===== config.mk =====
export PLATFORM = sky130hd
export DESIGN_NAME = scmc_top
export DESIGN_NICKNAME = d
export VERILOG_FILES = /design/src/hdl/scmc_pkg.sv /design/src/hdl/scmc_top.sv
export SDC_FILE = /design/constraint.sdc
export NUM_CORES = 1
export LEC_CHECK = 0
export BUFFER_PORTS_ARGS = -buffer_cell sky130_fd_sc_hd__buf_2
export CAP_MARGIN = 20
export CORE_ASPECT_RATIO = 1.5
export CORE_MARGIN = 4
export CORE_UTILIZATION = 60
export CTS_CLUSTER_DIAMETER = 50
export CTS_CLUSTER_SIZE = 25
export DETAILED_ROUTE_END_ITERATION = 16
export PLACE_DENSITY = 0.77
export SLEW_MARGIN = 20
export SYNTH_ARGS = -nofsm -noshare
export SYNTH_HDL_FRONTEND = slang
export SYNTH_HIERARCHICAL = 1
export SYNTH_SLANG_ARGS = --single-unit

===== constraint.sdc =====
create_clock -name clk_in -period 3.19 [get_ports clk_in]
set_clock_uncertainty 0.05 [all_clocks]
set_input_delay 0.319 -clock clk_in [delete_from_list [all_inputs] [get_ports clk_in]]
set_output_delay 0.319 -clock clk_in [all_outputs]
set_load 0.01 [all_outputs]

===== src/hdl/scmc_pkg.sv =====
// Purpose: Shared types and constants of the star coupler mode controller.
// Assumes: A 20 MHz system clock.
// Notes:   Timeout figures are plain defaults; the top module turns them into parameters.
package scmc_pkg;

  // Operating modes, one-hot.
  typedef enum logic [5:0] {
    M_IDLE  = 6'h01,
    M_TX    = 6'h02,
    M_RX    = 6'h04,
    M_LOCK  = 6'h08,
    M_STBY  = 6'h10,
    M_SLEEP = 6'h20
  } scmc_mode_t;

  localparam int CLK_MHZ = 20;
  localparam int CW      = 24;
  localparam int FIFO_W  = 1;
  localparam int FIFO_D  = 8;

  // Timeouts in ns, and the cycle counts derived from them (rounded up).
  localparam int LOCK_IDLE_NS   = 10000;
  localparam int IDLE_SLEEP_NS  = 640000;
  localparam int TX_LOCK_NS     = 2000000;
  localparam int RX_LOCK_NS     = 2000000;
  localparam int UV_STBY_NS     = 500000;
  localparam int UV_DET_NS      = 100000;
  localparam int LOCK_SLEEP_NS  = 640000;
  localparam int LOCK_IDLE_CYC  = (LOCK_IDLE_NS * CLK_MHZ + 999) / 1000;
  localparam int IDLE_SLEEP_CYC = (IDLE_SLEEP_NS * CLK_MHZ + 999) / 1000;
  localparam int TX_LOCK_CYC    = (TX_LOCK_NS * CLK_MHZ + 999) / 1000;
  localparam int RX_LOCK_CYC    = (RX_LOCK_NS * CLK_MHZ + 999) / 1000;
  localparam int UV_STBY_CYC    = (UV_STBY_NS * CLK_MHZ + 999) / 1000;
  localparam int UV_DET_CYC     = (UV_DET_NS * CLK_MHZ + 999) / 1000;
  localparam int LOCK_SLEEP_CYC = (LOCK_SLEEP_NS * CLK_MHZ + 999) / 1000;

  // Asynchronous pin and flag inputs, synchronised as one group.
  typedef struct packed {
    logic bus_act;
    logic bus_data;
    logic transmit_request_n;
    logic txd;
    logic guardian_enable;
    logic branch_link_a;
    logic branch_link_b;
    logic core_uv;
    logic io_ok;
    logic buf_ok;
    logic wake_event;
    logic error_flag;
  } scmc_pins_t;

  typedef struct packed {
    scmc_pins_t      s1;
    scmc_pins_t      s2;
    scmc_mode_t      mode;
    logic            org_local;
    logic            wake;
    logic            power_on_flag;
    logic            star;
    logic            uv_prev;
    logic [CW-1:0]   c_li;
    logic [CW-1:0]   c_is;
    logic [CW-1:0]   c_tl;
    logic [CW-1:0]   c_rl;
    logic [CW-1:0]   c_us;
    logic [CW-1:0]   c_ud;
    logic [CW-1:0]   c_ls;
    logic            tx_en;
    logic            btxd;
    logic            link_o;
    logic            link_oe_n;
    logic            rxd;
    logic            rx_act_n;
    logic            err_n;
    logic            inh_oe_n;
    logic [1:0]      link_own;
  } scmc_state_t;

  // Both pin stages reset to undervoltage, so the power-on flag waits for real pin samples.
  localparam scmc_state_t STATE_RST = '{s1: '{core_uv: 1'b1, default: '0},
                                        s2: '{core_uv: 1'b1, default: '0},
                                        mode: M_STBY, power_on_flag: 1'b1, btxd: 1'b1, link_o: 1'b1,
                                        link_oe_n: 1'b1, rxd: 1'b1, rx_act_n: 1'b1,
                                        err_n: 1'b1, default: '0};

endpackage


===== src/hdl/scmc_top.sv =====
// Purpose: Autonomous mode controller of a transceiver strapped as an active star coupler.
// Assumes: Pins arrive asynchronously; bus_tx_ready_in comes from logic on clk_in.
// Notes:   Inhibit outputs are open pins: oe_n high means floating.
// Notes on behaviour
// Star strap ignores mode pins; self-controlled modes.
// Error pin low while error flag set and supplies good.
// Normal modes: receive pins follow the bus.
// Low-power modes: receive pins show wake flag when supplies good.
// Inhibits high, floating only in sleep.
// Local transmit needs guardian enable high.
// Unused transmit request is tied inactive.
// Link lines driven in receive or local transmit.
// Transmit/receive return idle when all quiet.
// Locked returns idle after quiet timeout.
// Standby to idle on wake or no undervoltage.
// Sleep to idle when wake flag set.
// Idle to transmit, remembering the starting source.
// Transmit enables driver, routes chosen source.
// Idle to receive; bus data onto links.
// Receive mode keeps transmitter disabled.
// Standby on long undervoltage with wake, or power-on; the shorter default P_UV_DET sends undervoltage to sleep first.
// Sleep on undervoltage, idle or locked timeouts.
// Locked after transmit or receive activity timeout.
// Locked mode keeps transmitter disabled.
// Power-on clear latches star or node configuration.
// Link activity sets wake; low power clears.
// Power-on flag clears when undervoltage ends.
// Registered mode; restartable timeout counters.
`timescale 1ns/10ps

module scmc_fifo #(
  parameter int W = 1,
  parameter int D = 8
) (
  // Clock and reset
  input  wire logic         clk_in,
  input  wire logic         nrst_in,
  // Filling side
  input  wire logic         in_valid_in,
  output logic              in_ready_out,
  input  wire logic [W-1:0] in_data_in,
  // Draining side
  output logic              out_valid_out,
  input  wire logic         out_ready_in,
  output logic [W-1:0]      out_data_out
);
  localparam int AW = $clog2(D);

  typedef struct packed {
    logic [D-1:0][W-1:0] mem;
    logic [AW-1:0]       wp;
    logic [AW-1:0]       rp;
    logic [AW:0]         cnt;
  } scmc_fifo_st_t;

  scmc_fifo_st_t f_r;
  scmc_fifo_st_t f_nxt;
  logic          push;
  logic          pop;

  assign in_ready_out  = f_r.cnt != (AW+1)'(D);
  assign out_valid_out = f_r.cnt != '0;
  assign out_data_out  = f_r.mem[f_r.rp];

  always_comb begin
    f_nxt = f_r;
    push  = in_valid_in && in_ready_out;
    pop   = out_valid_out && out_ready_in;
    if (push) begin
      f_nxt.mem[f_r.wp] = in_data_in;
      f_nxt.wp          = (f_r.wp == AW'(D - 1)) ? '0 : f_r.wp + 1'b1;
    end
    if (pop) begin
      f_nxt.rp = (f_r.rp == AW'(D - 1)) ? '0 : f_r.rp + 1'b1;
    end
    if (push && !pop) begin
      f_nxt.cnt = f_r.cnt + 1'b1;
    end else if (pop && !push) begin
      f_nxt.cnt = f_r.cnt - 1'b1;
    end
  end

  always_ff @(posedge clk_in or negedge nrst_in) begin
    if (!nrst_in) begin
      f_r <= '0;
    end else begin
      f_r <= f_nxt;
    end
  end
endmodule // scmc_fifo

module scmc_top #(
  parameter int unsigned P_LOCK_IDLE  = scmc_pkg::LOCK_IDLE_CYC,
  parameter int unsigned P_IDLE_SLEEP = scmc_pkg::IDLE_SLEEP_CYC,
  parameter int unsigned P_TX_LOCK    = scmc_pkg::TX_LOCK_CYC,
  parameter int unsigned P_RX_LOCK    = scmc_pkg::RX_LOCK_CYC,
  parameter int unsigned P_UV_STBY    = scmc_pkg::UV_STBY_CYC,
  parameter int unsigned P_UV_DET     = scmc_pkg::UV_DET_CYC,
  parameter int unsigned P_LOCK_SLEEP = scmc_pkg::LOCK_SLEEP_CYC
) (
  // Clock and reset
  input  wire logic                 clk_in,
  input  wire logic                 nrst_in,
  // Pins and flags from outside the clock domain
  input  wire scmc_pkg::scmc_pins_t pins_in,
  // Bus transmitter
  input  wire logic                 bus_tx_ready_in,
  output logic                      bus_tx_en_out,
  output logic                      bus_txd_out,
  output logic                      tx_path_ready_out,
  // Inter-branch link
  output logic                      branch_link_a_out,
  output logic                      branch_link_b_out,
  output logic                      branch_link_oe_n_out,
  // Controller side indications
  output logic                      rx_data_out,
  output logic                      receive_activity_n_out,
  output logic                      error_indicate_n_out,
  // Inhibit switches
  output logic                      inhibit_out_a_out,
  output logic                      inhibit_out_b_out,
  output logic                      inhibit_oe_n_out,
  // Status
  output scmc_pkg::scmc_mode_t      mode_out,
  output logic                      star_cfg_out
);
  import scmc_pkg::*;

  scmc_state_t s_r;
  scmc_state_t s_nxt;
  scmc_pins_t  p;
  logic        tx_raw;
  logic        transmit_request_n_act;
  logic        lnk_act;
  logic        quiet;
  logic        normal;
  logic        f_in_ready;
  logic        f_in_valid;
  logic        f_in_data;
  logic        f_out_valid;
  logic        f_out_data;

  // Counts while en holds, saturates, and restarts as soon as en lapses.
  function automatic logic [CW-1:0] tick(input logic [CW-1:0] c, input logic en);
    tick = !en ? '0 : (&c ? c : c + 1'b1);
  endfunction

  function automatic logic reached(input logic [CW-1:0] c, input int unsigned lim);
    reached = c >= lim[CW-1:0];
  endfunction

  function automatic logic low_pwr(input scmc_mode_t m);
    low_pwr = (m == M_STBY) || (m == M_SLEEP);
  endfunction

  // Bits reach the bus through a small buffer so the transmitter can stall briefly.
  scmc_fifo #(
    .W (FIFO_W),
    .D (FIFO_D)
  ) u_fifo (
    .clk_in        (clk_in),
    .nrst_in       (nrst_in),
    .in_valid_in   (f_in_valid),
    .in_ready_out  (f_in_ready),
    .in_data_in    (f_in_data),
    .out_valid_out (f_out_valid),
    .out_ready_in  (bus_tx_ready_in),
    .out_data_out  (f_out_data)
  );

  assign f_in_valid = s_r.mode == M_TX;
  assign f_in_data  = s_r.org_local ? s_r.s2.txd : s_r.s2.branch_link_a;

  always_comb begin
    s_nxt    = s_r;
    p        = s_r.s2;
    s_nxt.s1 = pins_in;
    s_nxt.s2 = s_r.s1;
    // A tied-low request pin would be permanent activity; the board ties it inactive.
    tx_raw   = !p.transmit_request_n;
    transmit_request_n_act = tx_raw && p.guardian_enable;
    // Our own link drive echoes through the synchroniser for two cycles after release; it is not activity.
    s_nxt.link_own = {s_r.link_own[0], !s_r.link_oe_n};
    lnk_act  = s_r.link_oe_n && !(|s_r.link_own) && (!p.branch_link_a || !p.branch_link_b);
    quiet    = !tx_raw && !lnk_act && !p.bus_act;

    s_nxt.c_ud = tick(s_r.c_ud, p.core_uv);
    s_nxt.c_us = tick(s_r.c_us, p.core_uv && s_r.wake && !low_pwr(s_r.mode) && s_r.mode != M_LOCK);
    s_nxt.c_is = tick(s_r.c_is, s_r.mode == M_IDLE && quiet);
    s_nxt.c_tl = tick(s_r.c_tl, s_r.mode == M_TX && tx_raw);
    s_nxt.c_rl = tick(s_r.c_rl, s_r.mode == M_RX && p.bus_act);
    s_nxt.c_li = tick(s_r.c_li, s_r.mode == M_LOCK && !p.bus_act && !tx_raw);
    s_nxt.c_ls = tick(s_r.c_ls, s_r.mode == M_LOCK);

    // Configuration is caught on the clearing of the power-on flag.
    s_nxt.uv_prev = p.core_uv;
    if (s_r.power_on_flag && !p.core_uv) begin
      s_nxt.power_on_flag = 1'b0;
      s_nxt.star = p.branch_link_a || p.branch_link_b;
    end

    // Mode pins are not even wired in: a star branch picks its own mode.
    case (s_r.mode)
      M_IDLE: begin
        if (transmit_request_n_act) begin
          s_nxt.mode      = M_TX;
          s_nxt.org_local = 1'b1;
        end else if (lnk_act) begin
          s_nxt.mode      = M_TX;
          s_nxt.org_local = 1'b0;
        end else if (p.bus_act) begin
          s_nxt.mode = M_RX;
        end else if (reached(s_r.c_is, P_IDLE_SLEEP)) begin
          s_nxt.mode = M_SLEEP;
        end
      end
      M_TX, M_RX: begin
        if (quiet) begin
          s_nxt.mode = M_IDLE;
        end else if (s_r.mode == M_TX && reached(s_r.c_tl, P_TX_LOCK)) begin
          s_nxt.mode = M_LOCK;
        end else if (s_r.mode == M_RX && reached(s_r.c_rl, P_RX_LOCK)) begin
          s_nxt.mode = M_LOCK;
        end
      end
      M_LOCK: begin
        if (reached(s_r.c_li, P_LOCK_IDLE)) begin
          s_nxt.mode = M_IDLE;
        end else if (reached(s_r.c_ls, P_LOCK_SLEEP)) begin
          s_nxt.mode = M_SLEEP;
        end
      end
      M_STBY: begin
        // A node-strapped part never leaves standby here; this block only serves star use.
        if (s_r.star && !s_r.power_on_flag && (s_r.wake || !p.core_uv)) begin
          s_nxt.mode = M_IDLE;
        end
      end
      M_SLEEP: begin
        if (s_r.star && s_r.wake) begin
          s_nxt.mode = M_IDLE;
        end
      end
      default: begin
        s_nxt.mode = M_STBY;
      end
    endcase
    if (reached(s_r.c_us, P_UV_STBY)) begin
      s_nxt.mode = M_STBY;
    end
    if (reached(s_r.c_ud, P_UV_DET)) begin
      s_nxt.mode = M_SLEEP;
    end
    // Power-on outranks undervoltage so the strap can still be taken.
    if (s_r.power_on_flag) begin
      s_nxt.mode = M_STBY;
    end

    // Set wins over clear, so link activity in the clearing cycle is kept.
    if ((low_pwr(s_nxt.mode) && !low_pwr(s_r.mode)) || (s_r.uv_prev && !p.core_uv)) begin
      s_nxt.wake = 1'b0;
    end
    if ((s_r.star && lnk_act) || p.wake_event) begin
      s_nxt.wake = 1'b1;
    end

    // Outputs follow the next mode so they line up with the mode register.
    normal          = !low_pwr(s_nxt.mode);
    s_nxt.tx_en     = s_nxt.mode == M_TX && (!s_nxt.org_local || p.guardian_enable);
    s_nxt.link_oe_n = !(s_nxt.mode == M_RX || (s_nxt.mode == M_TX && s_nxt.org_local));
    s_nxt.link_o    = (s_nxt.mode == M_RX) ? p.bus_data : p.txd;
    if (normal) begin
      s_nxt.rxd      = p.bus_data;
      s_nxt.rx_act_n = !p.bus_act;
    end else if (p.io_ok && p.buf_ok) begin
      s_nxt.rxd      = !s_nxt.wake;
      s_nxt.rx_act_n = !s_nxt.wake;
    end else begin
      s_nxt.rxd      = 1'b1;
      s_nxt.rx_act_n = 1'b1;
    end
    // Without supplies the pin stays passive high rather than claim an error.
    s_nxt.err_n    = !(p.io_ok && p.buf_ok && p.error_flag);
    s_nxt.inh_oe_n = s_nxt.mode == M_SLEEP;
    if (f_out_valid && bus_tx_ready_in) begin
      s_nxt.btxd = f_out_data;
    end
  end

  always_ff @(posedge clk_in or negedge nrst_in) begin
    if (!nrst_in) begin
      s_r <= STATE_RST;
    end else begin
      s_r <= s_nxt;
    end
  end

  assign bus_tx_en_out          = s_r.tx_en;
  assign bus_txd_out            = s_r.btxd;
  assign tx_path_ready_out      = f_in_ready;
  assign branch_link_a_out      = s_r.link_o;
  assign branch_link_b_out      = s_r.link_o;
  assign branch_link_oe_n_out   = s_r.link_oe_n;
  assign rx_data_out            = s_r.rxd;
  assign receive_activity_n_out = s_r.rx_act_n;
  assign error_indicate_n_out   = s_r.err_n;
  assign inhibit_out_a_out      = 1'b1;
  assign inhibit_out_b_out      = 1'b1;
  assign inhibit_oe_n_out       = s_r.inh_oe_n;
  assign mode_out               = s_r.mode;
  assign star_cfg_out           = s_r.star;
endmodule // scmc_top


==> metrics.log <==
INFO  metric arrival = between 3000 and 4000 ps
INFO  metric timing.critical_path.to_type = register
INFO  metric preCtsSetupSlack = roughly 390 ps
INFO  metric gate_count_post_synth = 1187
INFO  metric setup.worst_path.class = reg2reg
INFO  metric power.density = 432 nW/µm²
INFO  metric post_synth.cell_area_avg = 9.83 µm²
INFO  metric synth_cell_types = 76
INFO  metric dr_drc_count = 0
INFO  metric grt_usage = 0.219
INFO  metric synth_edf_count = 0
INFO  metric cts_tree = yes
INFO  metric die_area = between 20000 and 25000 µm²
INFO  metric yosysMostFrequentCell = sky130_fd_sc_hd__dfrtp_1
INFO  metric commonest_cells_post_synth = sky130_fd_sc_hd__dfrtp_1 (221), sky130_fd_sc_hd__nor2_1 (198), sky130_fd_sc_hd__nand2_1 (83)
INFO  metric fp.dieW = 122 µm
INFO  metric post_route_cells_drive_above_1_share = 0.100
INFO  metric total_clock_buffers_created_by_cts = 18
INFO  metric endpoint = u_fifo/f_r[3]
INFO  metric worst_hold_path_type = in2reg
INFO  metric antenna_found_initial = 0
INFO  metric core-area = about 19000 µm²
INFO  metric clk_pin_slew = 90 ps
INFO  metric timing.reg2reg.setup_slack = 300 ps
INFO  metric drt_first_iter_violations = 551
INFO  metric worst_ir_drop_vdd = 0.417 mV
INFO  metric ys_ff_latch = 231
INFO  metric power.combinational.fraction = 0.021
INFO  metric ios = 34
INFO  metric nets = ~1300
INFO  metric worst_ep_required_time = 3520 ps
INFO  metric r2r_cells = 10
INFO  metric final_antenna_net_count = 0
INFO  metric power.switching = 0.00128 W
INFO  metric fin_tns_setup = 0 ps
INFO  metric placement_rows = 62
INFO  metric min_period_over_period = 0.905
INFO  metric skew_pair_late_insertion_delay = 500 ps
INFO  metric share_clk_of_total_power = 0.446
INFO  metric slowest_stage = sky130_fd_sc_hd__dfstp_2
INFO  metric netlist_top_cells_area = sky130_fd_sc_hd__dfrtp_1 (47%), sky130_fd_sc_hd__nor2_1 (6.4%), sky130_fd_sc_hd__xor2_1 (5.7%), sky130_fd_sc_hd__xnor2_1 (4.4%), sky130_fd_sc_hd__nand3_1 (2.9%)
INFO  metric worst_setup_path_start_kind = register
INFO  metric outcome = finished, final reports clean
INFO  metric dpl.hpwl = 15900 µm
INFO  metric count_of_input_and_output_buffers = 31
INFO  metric cts_root_buf = sky130_fd_sc_hd__clkbuf_16
INFO  metric timing.critical_path.slowest_cell_delay = just over 400 ps
INFO  metric via_count_of_the_first_global_routing_pass = 8546
INFO  metric post-cts-setup-buffers = 0
INFO  metric cp_num_cells = 10
INFO  metric max_slew.worst_pin.slew = around 880 ps
INFO  metric sequential_cell_area_fraction_in_the_yosys_report = 0.497
INFO  metric period_needed = 2890 ps
INFO  metric place_congestion = around 0.87
INFO  metric r2r-end = u_fifo/f_r[3]
INFO  metric antenna-diode-count = 0
INFO  metric crit_chain = nor2_1 > and4b_1 > or2b_2 > inv_1 > ha_1 > inv_1 > ha_1 > or4_1 > o211ai_1 > o211ai_1
INFO  metric avgViaCountPerCell = 5.72
INFO  metric initial_core_util = 0.609
INFO  metric setup_slack = 303 ps
INFO  metric netlist_area_before_placement = about 12000 µm²
INFO  metric rsz0062_at_grt = no
INFO  metric cts.path.max_buffers = 3
INFO  metric tritoncts_num_sinks = 231
INFO  metric layout-area-overhead-vs-synth = 10.3%
INFO  metric worstReg2RegStart = mode_out[4]
INFO  metric cp_top_family = simple AND/OR/NAND/NOR gates
INFO  metric synth_area_leader_cell = sky130_fd_sc_hd__dfrtp_1
INFO  metric sequentialPowerShare = 0.533
INFO  metric setup.worst_path.start = mode_out[4]
INFO  metric power.share.switching = 0.230
INFO  metric postSynth.asyncResetShare = 1.00
INFO  metric critical_path_buf_inv_count = 2
INFO  metric hold_viol = 0
INFO  metric maxSlewHeadroom = 0.413
INFO  metric finalSetupViolations = 0
INFO  metric static-leakage-power = around 5.3 nW
INFO  metric maxClockFrequency = 346 MHz
INFO  metric detailedRoute.firstPassIterationCount = 5
INFO  metric intPower = approximately 0.0043 W
INFO  metric postSynth.topFlopCell = sky130_fd_sc_hd__dfrtp_1
INFO  metric die-height = 179 µm
INFO  metric grt_first_pass_wirelength = ~40000 µm
INFO  metric cts.htree.levels = 1
INFO  metric fin_total_pwr = approximately 0.0056 W
INFO  metric synth_warnings = 6
INFO  metric maxSlewViolCount = 0
INFO  metric grt.overflow.total = 0
INFO  metric routedWlPerCell = 15.2 µm
INFO  metric detailroute.via_count = 8551
INFO  metric fraction_of_post_synthesis_cell_area_in_the_top_cell_type_by_area = 0.474
INFO  metric grt_start_max_net_pins = 92
INFO  metric timing.critical_path.fanout_max = 8
INFO  metric drt-total-wl = ~23000 µm
INFO  metric max-cap-violations = 0
==> per-stage QoR <==
stage	hold slack [ps]	area, µm²	utilization	std cells
after global routing	134	12900	0.672	1495
after floorplan	-26.6	11700	-	1188
after CTS	117	12900	0.672	1495
final	121	12900	0.672	1495
after global placement	283	12100	0.630	1450
after detailed placement	285	12100	0.630	1450
==> repair_timing <==
| item | in CTS | in global routing |
|---|---|---|
| hold buffers | 13 | 0 |
| resized for setup | 0 | 0 |
| endpoints found under the hold margin | 94 | 0 |
==> how the worst min path moves through the flow <==
stage	cells after the start	from	to
after CTS	3	bus_tx_ready_in	u_fifo/f_r[5]
after global routing	3	bus_tx_ready_in	u_fifo/f_r[5]
final	3	bus_tx_ready_in	u_fifo/f_r[5]
after detailed placement	0	s_nxt[194]	p[5]
after floorplan	0	nrst_in	bus_tx_en_out
after global placement	0	s_nxt[189]	p[0]
==> cell families after synthesis <==
logic type      count (synthesis)  share of synthesized area
other cells                     1                   0.000322
xor+xnor                      134                      0.101
compound gates                109                     0.0638
fa+ha+maj                      22                     0.0242
buf+inv                        74                     0.0279
mux                            28                     0.0280
flops                         231                      0.497
simple gates                  588                      0.258
==> flip-flops by register name (all words and copies together) (netlist names) <==
register / cells
star_cfg_out: 1
bus_txd_out: 1
mode_out: 6
receive_activity_n_out: 1
branch_link_oe_n_out: 1
rx_data_out: 1
branch_link_a_out: 1
p: 12
s_nxt: 13
error_indicate_n_out: 1
inhibit_oe_n_out: 1
u_fifo/f_r: 18
bus_tx_en_out: 1
s_r: 173
==> final cells by class <==
class	instances	area [µm²]
Multi-Input combinational cell	883	5550
Clock inverter	10	164
Inverter	37	139
Tap cell	256	320
Sequential cell	231	5790
Clock buffer	22	507
Timing Repair Buffer	56	398
Fill cell	1519	6290
==> metal layers <==
metal,global-route usage,vias up,part of all wire,routed length (µm)
met5,0,-,0,0
met4,0.0551,0,0.020,452
met3,0.0253,39,0.028,631
met2,0.393,109,0.52,11800
met1,0.284,4180,0.43,9820
li1,-,4223,-,-
==> power by group through the flow <==
| stage | clock (W) | sequential [W] | combinational (W) |
|---|---|---|---|
| after floorplan | 0 | 0.00302 | 0.0000257 |
| after global placement | 0 | 0.00302 | 0.000107 |
| after detailed placement | 0 | 0.00302 | 0.000109 |
| after CTS | 0.00255 | 0.00297 | 0.000121 |
| after global routing | 0.00266 | 0.00297 | 0.000136 |
| final | 0.00248 | 0.00297 | 0.000117 |
==> worst register-to-register path: cells and delay by family, from the launching register on <==
family | cells | cell delay [ps]
and+or+nand+nor | 4 | 1300
adders and majority gates | 2 | 600
DFF | 1 | 410
buffers and inverters | 2 | 210
AOI/OAI and AO/OA | 2 | 190
==> cell usage in the layout (no fill, tap or decap), types with 21 or more instances in the layout <==
master / netlist / final
sky130_fd_sc_hd__nand3_1: 68 / 68
sky130_fd_sc_hd__xor2_1: 76 / 76
sky130_fd_sc_hd__a21oi_1: 29 / 29
sky130_fd_sc_hd__and3_1: 23 / 23
sky130_fd_sc_hd__nor4_1: 31 / 31
sky130_fd_sc_hd__o21ai_0: 31 / 31
sky130_fd_sc_hd__inv_1: 37 / 37
sky130_fd_sc_hd__xnor2_1: 58 / 58
sky130_fd_sc_hd__nor2_1: 198 / 198
sky130_fd_sc_hd__dfrtp_1: 221 / 221
sky130_fd_sc_hd__ha_1: 21 / 21
sky130_fd_sc_hd__nor3_1: 43 / 43
sky130_fd_sc_hd__buf_2: 5 / 30
sky130_fd_sc_hd__nand2_1: 83 / 83
sky130_fd_sc_hd__nand4_1: 45 / 45
(Power assumes the default switching activity.)
